### src/hdl/dcc_pkg.sv
// Package for the dual comparator control block.
// Holds register addresses, field positions, reset values and mode codes.
package dcc_pkg;
	localparam logic [7:0] ADDR_CMP1_CONTROL = 8'h9a;
	localparam logic [7:0] ADDR_CMP0_CONTROL = 8'h9b;
	localparam logic [7:0] ADDR_CMP1_MODE = 8'h9c;
	localparam logic [7:0] ADDR_CMP0_MODE = 8'h9d;
	localparam logic [7:0] ADDR_CMP1_INPUT_SELECT = 8'h9e;
	localparam logic [7:0] ADDR_CMP0_INPUT_SELECT = 8'h9f;
	localparam logic [7:0] RST_CONTROL = 8'h00;
	localparam logic [7:0] RST_MODE = 8'h02;
	localparam logic [7:0] RST_INPUT_SELECT = 8'hff;
	localparam logic [1:0] MUX_UNUSED_READ = 2'h3;
	localparam logic [1:0] MODE_UNUSED_READ = 2'h0;
	localparam int BIT_ON = 7;
	localparam int BIT_OUT = 6;
	localparam int BIT_RISE = 5;
	localparam int BIT_FALL = 4;
	localparam int POS_HYS_LO = 2;
	localparam int NEG_HYS_LO = 0;
	localparam int NEG_SEL_LO = 4;
	localparam int POS_SEL_LO = 0;
	localparam int MODE_LO = 0;
	localparam int SYNC_STAGES = 2;
	typedef enum logic [1:0] {
		DCC_RESP_100NS,
		DCC_RESP_175NS,
		DCC_RESP_320NS,
		DCC_RESP_1050NS
	} dcc_resp_e;
endpackage : dcc_pkg

### src/hdl/dcc_channel.sv
// One comparator channel: output synchroniser, edge detector and sticky flags.
// Assumes the raw output is asynchronous to i_sys_clk.
`timescale 1ns/1ps
module dcc_channel
(
	// Clock and reset.
	input wire logic i_sys_clk,
	input wire logic i_rst_n,
	// Analog output and flag clears.
	input wire logic i_cmp_raw,
	input wire logic i_clr_rise,
	input wire logic i_clr_fall,
	// State and flags.
	output logic o_state,
	output logic o_rise_flag,
	output logic o_fall_flag
);
	logic sync1_q;
	logic sync2_q;
	logic prev_q;
	logic rise_q;
	logic fall_q;

	always_ff @(posedge i_sys_clk or negedge i_rst_n)
	begin
		if (!i_rst_n)
		begin
			sync1_q <= 1'b0;
			sync2_q <= 1'b0;
			prev_q <= 1'b0;
		end
		else
		begin
			sync1_q <= i_cmp_raw;
			sync2_q <= sync1_q;
			prev_q <= sync2_q;
		end
	end

	// Sticky edge flags, set wins over clear.
	always_ff @(posedge i_sys_clk or negedge i_rst_n)
	begin
		if (!i_rst_n)
		begin
			rise_q <= 1'b0;
			fall_q <= 1'b0;
		end
		else
		begin
			rise_q <= (sync2_q & ~prev_q) | (rise_q & ~i_clr_rise);
			fall_q <= (~sync2_q & prev_q) | (fall_q & ~i_clr_fall);
		end
	end

	assign o_state = prev_q;
	assign o_rise_flag = rise_q;
	assign o_fall_flag = fall_q;
endmodule : dcc_channel

### src/hdl/dcc_top.sv
// Control and status registers for two voltage comparators.
// Assumes a byte wide special register port on i_sys_clk: single cycle write,
// combinational read data for the presented address.
`timescale 1ns/1ps
module dcc_top
(
	// Clock and reset.
	input wire logic i_sys_clk,
	input wire logic i_rstn,
	// Special register port.
	input wire logic [7:0] i_reg_addr,
	input wire logic i_reg_wr,
	input wire logic [7:0] i_reg_wdata,
	output logic [7:0] o_reg_rdata,
	// Raw comparator outputs.
	input wire logic i_cmp0_raw,
	input wire logic i_cmp1_raw,
	// Comparator0 analog controls.
	output logic o_cmp0_on,
	output logic [1:0] o_cmp0_pos_hysteresis,
	output logic [1:0] o_cmp0_neg_hysteresis,
	output logic [1:0] o_cmp0_neg_input_select,
	output logic [1:0] o_cmp0_pos_input_select,
	output logic [1:0] o_cmp0_response_mode,
	// Comparator1 analog controls.
	output logic o_cmp1_on,
	output logic [1:0] o_cmp1_pos_hysteresis,
	output logic [1:0] o_cmp1_neg_hysteresis,
	output logic [1:0] o_cmp1_neg_input_select,
	output logic [1:0] o_cmp1_pos_input_select,
	output logic [1:0] o_cmp1_response_mode,
	// Interrupt requests.
	output logic o_cmp0_irq,
	output logic o_cmp1_irq
);
	logic rst_meta_q;
	logic rst_sync_q;
	logic [7:0] ctl_q [2];
	logic [7:0] mode_q [2];
	logic [7:0] sel_q [2];
	logic [1:0] state;
	logic [1:0] rise;
	logic [1:0] fall;
	logic [1:0] irq;
	logic [7:0] rdata_d;

	// Reset release through two flip-flops.
	always_ff @(posedge i_sys_clk or negedge i_rstn)
	begin
		if (!i_rstn)
		begin
			rst_meta_q <= 1'b0;
			rst_sync_q <= 1'b0;
		end
		else
		begin
			rst_meta_q <= 1'b1;
			rst_sync_q <= rst_meta_q;
		end
	end

	function automatic logic wr_hit(input logic [7:0] addr);
		wr_hit = i_reg_wr && (i_reg_addr == addr);
	endfunction : wr_hit

	function automatic logic clr_bit(input logic [7:0] addr, input int pos);
		clr_bit = wr_hit(addr) && !i_reg_wdata[pos];
	endfunction : clr_bit

	genvar g;
	generate
		for (g = 0; g < 2; g++)
		begin : g_chan
			localparam logic [7:0] A_CTL = (g == 0) ? dcc_pkg::ADDR_CMP0_CONTROL : dcc_pkg::ADDR_CMP1_CONTROL;
			localparam logic [7:0] A_MODE = (g == 0) ? dcc_pkg::ADDR_CMP0_MODE : dcc_pkg::ADDR_CMP1_MODE;
			localparam logic [7:0] A_SEL =
				(g == 0) ? dcc_pkg::ADDR_CMP0_INPUT_SELECT : dcc_pkg::ADDR_CMP1_INPUT_SELECT;

			always_ff @(posedge i_sys_clk or negedge rst_sync_q)
			begin
				if (!rst_sync_q)
					ctl_q[g] <= dcc_pkg::RST_CONTROL;
				else if (wr_hit(A_CTL))
					ctl_q[g] <= i_reg_wdata;
			end

			always_ff @(posedge i_sys_clk or negedge rst_sync_q)
			begin
				if (!rst_sync_q)
					mode_q[g] <= dcc_pkg::RST_MODE;
				else if (wr_hit(A_MODE))
					mode_q[g] <= {dcc_pkg::MODE_UNUSED_READ, i_reg_wdata[dcc_pkg::BIT_FALL +: 2],
						dcc_pkg::MODE_UNUSED_READ, i_reg_wdata[dcc_pkg::MODE_LO +: 2]};
			end

			// Input select storage, unused bits held at ones.
			always_ff @(posedge i_sys_clk or negedge rst_sync_q)
			begin
				if (!rst_sync_q)
					sel_q[g] <= dcc_pkg::RST_INPUT_SELECT;
				else if (wr_hit(A_SEL))
					sel_q[g] <= {dcc_pkg::MUX_UNUSED_READ, i_reg_wdata[dcc_pkg::NEG_SEL_LO +: 2],
						dcc_pkg::MUX_UNUSED_READ, i_reg_wdata[dcc_pkg::POS_SEL_LO +: 2]};
			end

			dcc_channel u_chan
			(
				.i_sys_clk(i_sys_clk),
				.i_rst_n(rst_sync_q),
				.i_cmp_raw((g == 0) ? i_cmp0_raw : i_cmp1_raw),
				.i_clr_rise(clr_bit(A_CTL, dcc_pkg::BIT_RISE)),
				.i_clr_fall(clr_bit(A_CTL, dcc_pkg::BIT_FALL)),
				.o_state(state[g]),
				.o_rise_flag(rise[g]),
				.o_fall_flag(fall[g])
			);

			// Request while an enabled flag is set.
			assign irq[g] = (rise[g] & mode_q[g][dcc_pkg::BIT_RISE]) | (fall[g] & mode_q[g][dcc_pkg::BIT_FALL]);
		end
	endgenerate

	// Read mux with live state and flags.
	always_comb
	begin
		rdata_d = 8'h00;
		unique case (i_reg_addr)
			dcc_pkg::ADDR_CMP0_CONTROL:
				rdata_d = {ctl_q[0][dcc_pkg::BIT_ON], state[0], rise[0], fall[0], ctl_q[0][dcc_pkg::NEG_HYS_LO +: 4]};
			dcc_pkg::ADDR_CMP1_CONTROL:
				rdata_d = {ctl_q[1][dcc_pkg::BIT_ON], state[1], rise[1], fall[1], ctl_q[1][dcc_pkg::NEG_HYS_LO +: 4]};
			dcc_pkg::ADDR_CMP0_MODE: rdata_d = mode_q[0];
			dcc_pkg::ADDR_CMP1_MODE: rdata_d = mode_q[1];
			dcc_pkg::ADDR_CMP0_INPUT_SELECT: rdata_d = sel_q[0];
			dcc_pkg::ADDR_CMP1_INPUT_SELECT: rdata_d = sel_q[1];
			default: rdata_d = 8'h00;
		endcase
	end

	assign o_reg_rdata = rdata_d;
	assign o_cmp0_on = ctl_q[0][dcc_pkg::BIT_ON];
	assign o_cmp1_on = ctl_q[1][dcc_pkg::BIT_ON];
	assign o_cmp0_pos_hysteresis = ctl_q[0][dcc_pkg::POS_HYS_LO +: 2];
	assign o_cmp1_pos_hysteresis = ctl_q[1][dcc_pkg::POS_HYS_LO +: 2];
	assign o_cmp0_neg_hysteresis = ctl_q[0][dcc_pkg::NEG_HYS_LO +: 2];
	assign o_cmp1_neg_hysteresis = ctl_q[1][dcc_pkg::NEG_HYS_LO +: 2];
	assign o_cmp0_neg_input_select = sel_q[0][dcc_pkg::NEG_SEL_LO +: 2];
	assign o_cmp1_neg_input_select = sel_q[1][dcc_pkg::NEG_SEL_LO +: 2];
	assign o_cmp0_pos_input_select = sel_q[0][dcc_pkg::POS_SEL_LO +: 2];
	assign o_cmp1_pos_input_select = sel_q[1][dcc_pkg::POS_SEL_LO +: 2];
	assign o_cmp0_response_mode = mode_q[0][dcc_pkg::MODE_LO +: 2];
	assign o_cmp1_response_mode = mode_q[1][dcc_pkg::MODE_LO +: 2];
	assign o_cmp0_irq = irq[0];
	assign o_cmp1_irq = irq[1];
endmodule : dcc_top

### config.mk
export PLATFORM = sky130hd
export DESIGN_NAME = dcc_top
export DESIGN_NICKNAME = d
export VERILOG_FILES = /design/src/hdl/dcc_pkg.sv /design/src/hdl/dcc_channel.sv /design/src/hdl/dcc_top.sv
export SDC_FILE = /design/constraint.sdc
export NUM_CORES = 1
export LEC_CHECK = 0
export BUFFER_PORTS_ARGS = -buffer_cell sky130_fd_sc_hd__buf_2
export CORE_MARGIN = 2
export CORE_UTILIZATION = 35
export DETAILED_ROUTE_END_ITERATION = 8
export SLEW_MARGIN = 30
export SYNTH_ARGS = -nofsm -noshare
export SYNTH_HDL_FRONTEND = slang
export SYNTH_SLANG_ARGS = --single-unit
### constraint.sdc
create_clock -name i_sys_clk -period 1.5 [get_ports i_sys_clk]
set_clock_uncertainty 0.15 [all_clocks]
set_input_delay 0.075 -clock i_sys_clk [delete_from_list [all_inputs] [get_ports i_sys_clk]]
set_output_delay 0.075 -clock i_sys_clk [all_outputs]
set_load 0.005 [all_outputs]
==> key figures, run 1 <==
STA
  • PnR worst setup slack: -0.208 ns
  • Setup violators final: 4
  • Setup TNS: -0.737 ns
  • Fin crit period: 1.71 ns
  • Max Fclk: between 0.5 and 0.6 GHz
  • Final worst-path cycle share: 1.14
  • RSZ-0062 raised after global routing: true
  • Hold Fails Final Rpt: 0
  • Max-slew violations: 0

Global route
  • Initial antenna violation count: 0
  • GRT Util Overall: 0.149
  • GRT overflow: 0
  • First-pass GRT wire length: 6730 um
  • Pin count of the biggest net entering global routing: 37
  • Number of global-route vias before repair: approximately 1.4k

Yosys
  • Syn Area/Cell: 13.9 sq um
  • Ys flop type: dfrtp_1
  • Seq/Total Area, Yosys: 0.529
  • Syn nets: roughly 150
  • Area of the mapped netlist: ~1800 sq um
  • Seq cells post-synth: 38
  • Synthesis Warnings: 0
  • Post-synth EDFFs: 0
  • Yosys cell types: 29
  • Post-Synthesis Cells: 131
  • Ys async rst share: 1.00

Power and ir drop
  • Pwr dens: 814 nW/um^2
  • VDD IR max: between 0.5 and 0.6 mV
  • Share of power burned in registers: 0.545
  • Clock Power Share: 0.316
  • Sw Ratio: 0.227
  • P_sw: around 0.46 mW
  • Static leakage: roughly 1.3 nW
  • P_int: around 1.6 mW
  • Logic pwr share: 0.140

Route
  • DR vias: 1347
  • Post-Route WL: between 4000 and 5000 um
  • Final ANT Viol Nets: 0
  • Wire length per cell: about 15 um
  • Initial DRT Pass Iterations: 4
  • Post-DR vias/cell: 4.71
  • Post-route DRC: 0
  • DRT iter0 DRCs: 40

Critical path
  • Startpoint types: flip-flop
  • CP max stage cell: mux4_2
  • Critical path buffer and inverter count: 1
  • Worst path max stage delay: 0.47 ns
  • Max FO, Critical Path: 2
  • Setup crit end kind: primary output
  • Crit path arrival time: 1.48 ns
  • CP Cell Sequence: mux4_2 > a22oi_2 > nor2_1 > buf_2
  • Required time worst endpoint: approximately 1.3 ns
  • Kind of critical path: reg -> out
  • CP top delay family: multiplexers

Placement
  • Placed inst area: 2230 sq um
  • Final HPWL DP: 3140 um
  • Gpl congestion: 0.813
  • Port Buffers: 51

Outcome
  • Status: complete, but fails checks
  • Failing checks: setup timing

Finish
  • Area Growth Syn to Fin: 37.3%
  • Final Instance Area: 2500 sq um
  • Leading cell type in the layout, fill and taps excluded: buf_2
  • Commonest non-fill, non-tap cells in the layout: 51 x buf_2, 29 x mux2_2, 28 x dfrtp_1
  • Final #Nets: 236
  • # diodes: 0
  • Number of fill cells in the layout: between 400 and 500
  • Layout cells sized above 1: 0.630

Clock tree
  • Root Driver: clkbuf_8
  • TritonCTS Buffers: 5
  • Sinks on Clock Net: 38
  • Clk slew on worst S/H paths: roughly 0.070 ns
  • Longest Clk Path Bufs: 2
  • H-tree Lvls: 2
  • Worst-skew pair later-pin latency: 0.28 ns
  • CTS tree: done

Floorplan
  • # IOs: 53
  • Row count: 26
  • Die height: 76.1 um
  • Chip Width: 76.1 um
  • Die area: approximately 5800 sq um
  • Core ar.: slightly above 5000 sq um
  • Initial Util: 0.359

Flow run
  • Max Cap Viol: 0

Hold path
  • Hold Crit Class: reg -> async
power by group through the flow:
| stage | sequential (mW) | combinational, mW | clock (mW) |
|---|---|---|---|
| 6_report | 1.11 | 0.284 | 0.643 |
| 5_1_grt | 1.11 | 0.311 | 0.718 |
| 4_1_cts | 1.11 | 0.277 | 0.673 |
| 3_5_place_dp | 1.13 | 0.241 | 0 |
| 3_3_place_gp | 1.12 | 0.236 | 0 |
| 2_1_floorplan | 1.14 | 0.112 | 0 |
per-stage QoR:
stage	setup WS (ns)	hold slack (ns)	std cells	total power, mW	utilization
6_report	-0.208	0.140	286	2.04	0.493
5_1_grt	-0.269	0.201	286	2.14	0.493
4_1_cts	-0.203	0.167	282	2.06	0.485
3_5_place_dp	-0.148	-0.284	259	1.37	0.439
3_3_place_gp	-0.141	-0.289	259	1.36	0.439
2_1_floorplan	0.0192	-0.371	131	1.25	-
Yosys cell counts (2+ instances only):
master,number,share of area
nor2b_1,3,0.010
buf_2,4,0.011
dfrtp_1,28,0.38
mux2_2,30,0.19
buf_4,5,0.021
mux2_4,4,0.033
nand3_1,2,0.0055
and2_1,2,0.0069
o21ai_0,3,0.0082
a22oi_1,4,0.016
nand2_1,4,0.0082
a21oi_1,2,0.0055
mux4_2,4,0.049
a22o_1,2,0.0096
dfstp_2,10,0.14
o21a_1,4,0.016
inv_1,4,0.0082
nor2_1,5,0.010
what timing repair did:
| item | in CTS | in global routing |
|---|---|---|
| gates cloned | 0 | 0 |
| resized for setup | 3 | 2 |
| hold buffers | 11 | 0 |
| setup buffers | 4 | 4 |
| pin swaps | 0 | 2 |
| endpoints found under the hold margin | 32 | 0 |
| endpoints found under the setup margin | 4 | 7 |
sequential cells by signal (all words and copies together) (netlist names):
signal / cells
rst_sync_q: 1
o_cmp1_pos_hysteresis: 2
o_cmp0_pos_input_select: 2
mode_q: 4
g_chan.u_chan.sync1_q: 2
o_cmp0_neg_hysteresis: 2
g_chan.u_chan.o_rise_flag: 2
o_cmp1_neg_hysteresis: 2
o_cmp1_response_mode: 2
rst_meta_q: 1
o_cmp1_neg_input_select: 2
o_cmp1_pos_input_select: 2
g_chan.u_chan.o_state: 2
o_cmp0_response_mode: 2
o_cmp0_neg_input_select: 2
o_cmp0_on: 1
g_chan.u_chan.sync2_q: 2
o_cmp0_pos_hysteresis: 2
o_cmp1_on: 1
g_chan.u_chan.o_fall_flag: 2
final timing paths:
path | startpoint | end | slack [ns] | depth (start not counted)
min in group i_sys_clk | g_chan[0].u_chan.sync1_q | g_chan[0].u_chan.sync2_q | 0.20 | 0
max reg2reg | o_cmp1_response_mode[0] | o_cmp1_response_mode[0] | 0.35 | 3
max | mode_q[13] | o_reg_rdata[5] | -0.21 | 4
max in group asynchronous | i_rstn | rst_meta_q | 0.58 | 3
min | rst_sync_q | g_chan[0].u_chan.o_state | 0.14 | 1
min reg2reg | rst_sync_q | g_chan[0].u_chan.o_state | 0.14 | 1
cell families after synthesis:
logic type	Yosys count	synth area share
muxes	38	0.268
DFF	38	0.529
and+or+nand+nor	24	0.0948
AOI/OAI and AO/OA	17	0.0660
buffers and inverters	13	0.0399
other	1	0.00206
area by class of cell:
| cell class | count | area [sq um] | area share |
|---|---|---|---|
| timing repair buffer | 86 | 546 | 0.218 |
| sequential | 38 | 963 | 0.385 |
| clock buffer | 8 | 80.1 | 0.0320 |
| tap | 70 | 87.6 | 0.0350 |
| multi-input combinational | 80 | 808 | 0.323 |
| inverter | 4 | 15.0 | 0.00601 |
layer usage:
metal,part of all wire,GRT usage,vias up,wire length (um)
met4,0.019,0.0600,0,79
met1,0.43,0.175,660,1810
li1,-,-,640,-
met5,0,0,-,0
met3,0.054,0.0474,9,227
met2,0.49,0.255,38,2070
No activity file was read; power rests on OpenSTA's default activity.
==> inputs of run 2 (changes only) <==
--- a/config.mk
+++ b/config.mk
@@ -5,6 +5,7 @@
 export SDC_FILE = /design/constraint.sdc
 export NUM_CORES = 1
 export LEC_CHECK = 0
+export ABC_AREA = 1
 export BUFFER_PORTS_ARGS = -buffer_cell sky130_fd_sc_hd__buf_2
 export CORE_MARGIN = 2
 export CORE_UTILIZATION = 35
==> run 2 against run 1 <==
Effect of this change:
- the run now ends clean
- cell area rose by 2.5%
- synthesized cell count is 76% higher
- first-iteration DRC count is 150% higher
- highest routed layer unchanged
- global-route usage grew 1.6 points
- largest power group unchanged
- critical path type unchanged
- power rose by 9.7%
- worst setup slack improved by 0.27 ns
==> key figures, run 2 <==
Outcome
  • Status: completed (was complete, but fails checks)

STA
  • Max Fclk: 0.694 GHz (was 0.586 GHz)
  • Final worst-path cycle share: 0.960 (was 1.14)
  • Hold Worst Slack: 0.131 ns (was 0.140 ns)
  • Fin crit period: 1.44 ns (was 1.71 ns)
  • Hold Fails Final Rpt: 0 (unchanged)
  • Max-slew violations: 0 (unchanged)
  • RSZ-0062 raised after global routing: true (unchanged)
  • Setup violators final: 0 (was 4)

Yosys
  • Synth Area in Compound Gates: 0.0938 (was 0.0660)
  • Seq cells post-synth: 38 (unchanged)
  • Post-Synth XOR/XNOR Area: 0 (unchanged)
  • Seq/Total Area, Yosys: 0.495 (was 0.529)
  • Synthesis Warnings: 0 (unchanged)
  • Syn nets: 251 (was 152)
  • Yosys cell types: 24 (was 29)
  • Ys flop type: dfrtp_1 (unchanged)
  • Ys async rst share: 1.00 (unchanged)
  • Synth cell count leaders: 67 x nand2_1, 30 x nand3_1, 28 x dfrtp_1 (was 30 x mux2_2, 28 x dfrtp_1, 10 x dfstp_2)
  • Post-synth EDFFs: 0 (unchanged)
  • Syn Area/Cell: 8.46 sq um (was 13.9 sq um)
  • Count leader, synth: nand2_1 (was mux2_2)
  • Area of the mapped netlist: 1950 sq um (was 1820 sq um)
  • Synth area leaders: dfrtp_1 36%, dfstp_2 13%, nand2_1 13%, nand3_1 7.7%, o21ai_0 4.4% (was dfrtp_1 38%, mux2_2 19%, dfstp_2 14%, mux4_2 4.9%, mux2_4 3.3%)
  • Largest family of logic cells by synthesized area: simple AND/OR/NAND/NOR gates (was multiplexers)
  • Post-synthesis adder-cell area fraction: 0 (unchanged)
  • Post-Synthesis Cells: 230 (was 131)
  • Mux cell area share after synthesis: 0 (was 0.268)
  • Post-Synth Simple-Gate Area: 0.334 (was 0.0948)
  • Most area-hungry cell type in the Yosys netlist: dfrtp_1 (unchanged)
  • Top-area cell type share of the netlist area: 0.360 (was 0.385)

Finish
  • Final #Nets: 320 (was 236)
  • Number of fill cells in the layout: 535 (was 482)
  • Layout cells sized above 1: 0.370 (was 0.630)
  • Most flops, register: mode_q (unchanged)
  • Area Growth Syn to Fin: 31.6% (was 37.3%)
  • Register area: 963 sq um (unchanged)
  • # diodes: 0 (unchanged)
  • Post-Layout Cell Count: 372 (was 286)
  • Leading cell type in the layout, fill and taps excluded: nand2_1 (was buf_2)
  • Multi-input gate area: 870 sq um (was 808 sq um)
  • Commonest non-fill, non-tap cells in the layout: 66 x nand2_1, 51 x buf_2, 28 x dfrtp_1 (was 51 x buf_2, 29 x mux2_2, 28 x dfrtp_1)
  • Max reg flops: 4 (unchanged)

Critical path
  • Required time worst endpoint: 1.27 ns (about the same)
  • Critical path's most frequent cell: nand2_1
  • Crit path arrival time: 1.22 ns (was 1.48 ns)
  • Max FO, Critical Path: 3 (was 2)
  • R2R setup slack: 0.55 ns (was 0.35 ns)
  • RR Endpoint: g_chan[1].u_chan.o_rise_flag (was o_cmp1_response_mode[0])
  • Startpoint types: flip-flop (unchanged)
  • Kind of critical path: reg -> out (unchanged)
  • R2r startpoint: g_chan[1].u_chan.o_state (was o_cmp1_response_mode[0])
  • CP Cell Sequence: nand3_2 > nand2_1 > nor2_1 > nand2_1 > buf_2 (was mux4_2 > a22oi_2 > nor2_1 > buf_2)
  • Cells on worst reg2reg path: 2 (was 3)
  • Critical path buffer and inverter count: 1 (unchanged)
  • CP max stage cell: dfstp_2 (was mux4_2)
  • Setup crit end kind: primary output (unchanged)
  • Worst path max stage delay: 0.56 ns (was 0.47 ns)
  • CP top delay family: flip-flops (was multiplexers)

Power and ir drop
  • Logic pwr share: 0.114 (was 0.140)
  • P_sw: 0.552 mW (was 0.463 mW)
  • VDD IR max: 0.482 mV (was 0.563 mV)
  • Static leakage: 1.33 nW (was 1.25 nW)
  • Clock Power Share: 0.385 (was 0.316)
  • P_int: 1.68 mW (was 1.57 mW)
  • Pwr dens: 872 nW/um^2 (was 814 nW/um^2)
  • Sw Ratio: 0.247 (was 0.227)
  • Share of power burned in registers: 0.501 (was 0.545)

Clock tree
  • Clk slew on worst S/H paths: 0.07 ns (about the same)
  • Longest Clk Path Bufs: 2 (unchanged)
  • H-tree Lvls: 2 (unchanged)
  • TritonCTS Buffers: 5 (unchanged)
  • Sinks on Clock Net: 38 (unchanged)
  • CTS tree: done (unchanged)
  • Worst-skew pair later-pin latency: 0.29 ns (was 0.28 ns)
  • Root Driver: clkbuf_8 (unchanged)

Route
  • DR vias: 1737 (was 1347)
  • Wire length on met1: 2240 um (was 1810 um)
  • Wire length per cell: 13.0 um (was 14.6 um)
  • Post-Route WL: 4850 um (was 4190 um)
  • Post-DR vias/cell: 4.67 (was 4.71)
  • Initial DRT Pass Iterations: 4 (unchanged)
  • Post-route DRC: 0 (unchanged)
  • DRT iter0 DRCs: 98 (was 40)
  • Met3 wire length: 259 um (was 227 um)
  • Top Layer Used: met4 (unchanged)
  • Final ANT Viol Nets: 0 (unchanged)
  • Met2 routed WL: 2280 um (was 2070 um)

Floorplan
  • Core ar.: 5440 sq um (was 5070 sq um)
  • Die area: 6170 sq um (was 5790 sq um)
  • # IOs: 53 (unchanged)
  • Initial Util: 0.358 (was 0.359)
  • Chip Width: 78.6 um (was 76.1 um)
  • Row count: 27 (was 26)
  • Die height: 78.6 um (was 76.1 um)

Placement
  • Port Buffers: 51 (unchanged)
  • Gpl congestion: 0.797 (was 0.813)
  • Post-placement cell count: 349 (was 259)
  • Final HPWL DP: 3580 um (was 3140 um)

Global route
  • Pin count of the biggest net entering global routing: 37 (unchanged)
  • GRT overflow: 0 (unchanged)
  • GRT Util Overall: 0.166 (was 0.149)
  • Initial antenna violation count: 0 (unchanged)
  • Number of global-route vias before repair: 1649 (was 1438)
  • First-pass GRT wire length: 7910 um (was 6730 um)

Hold path
  • Hold Crit Class: reg -> async (unchanged)

Flow run
  • Max Cap Viol: 0 (unchanged)
run 2: changes by cell type after synthesis, moves of 7 or more:
cell	before	now
mux2_2	30	0
o21ai_1	0	10
nand2_2	0	8
inv_1	4	19
nor2_4	0	7
nand3_1	2	30
nand2_1	4	67
o21ai_0	3	17
run 2: how the worst max path moves through the flow:
| stage | start | endpoint | cells after the start |
|---|---|---|---|
| after floorplan | rst_sync_q | g_chan[0].u_chan.o_fall_flag | 0 |
| after global placement | i_reg_addr[5] | o_reg_rdata[6] | 8 |
| after detailed placement | i_reg_addr[5] | o_reg_rdata[3] | 8 |
| after CTS | o_cmp1_neg_input_select[1] | o_reg_rdata[5] | 5 |
| after global routing | o_cmp1_neg_input_select[0] | o_reg_rdata[4] | 5 |
| final | o_cmp0_neg_input_select[0] | o_reg_rdata[4] | 5 |
run 2: cells by family (layout without fill, tap and decap cells):
family,Yosys count,in the layout
other cells,1,1
buf+inv,31,101
simple gates,127,127
compound gates,33,33
flops,38,38
run 2: worst reg2reg max path: stages (launching register included):
cell	delay [ns]
dfrtp_1	0.40
or2_2	0.29
nand2_1	0.06
run 2: power groups by stage:
stage / registers [mW] / logic (mW) / clock network (mW)
after floorplan: 1.14 / 0.110 / 0
after global placement: 1.14 / 0.222 / 0
after detailed placement: 1.14 / 0.226 / 0
after CTS: 1.12 / 0.251 / 0.887
after global routing: 1.13 / 0.285 / 0.928
final: 1.12 / 0.255 / 0.860
run 2: final cells by class:
type                            count  area share
Timing Repair Buffer               71       0.175
Clock buffer                        5      0.0269
Inverter                           22      0.0322
Tap cell                           72      0.0352
Sequential cell                    38       0.376
Multi-Input combinational cell    161       0.339
Clock inverter                      3      0.0156
run 2: metal layers:
layer	global-route usage	vias to the layer above
met3	0.0448	9
met1	0.215	795
met2	0.268	56
met5	0	-
met4	0.0544	0
li1	-	877
run 2: timing repair:
item | 4_1_cts | 5_1_grt
endpoints found under the setup margin | 0 | 3
hold buffers | 12 | 0
endpoints found under the hold margin | 32 | 0
setup buffers | 0 | 3
resized for setup | 0 | 7
run 2: metrics by stage:
step	power, mW	area [sq um]	util	worst slack (ns)	setup TNS [ns]
after floorplan	1.25	1950	-	0.232	0
after global placement	1.36	2280	0.419	0.174	0
after detailed placement	1.36	2280	0.419	0.176	0
after CTS	2.26	2510	0.461	0.0329	0
after global routing	2.34	2560	0.471	-0.0115	-0.0219
final	2.23	2560	0.471	0.0595	0
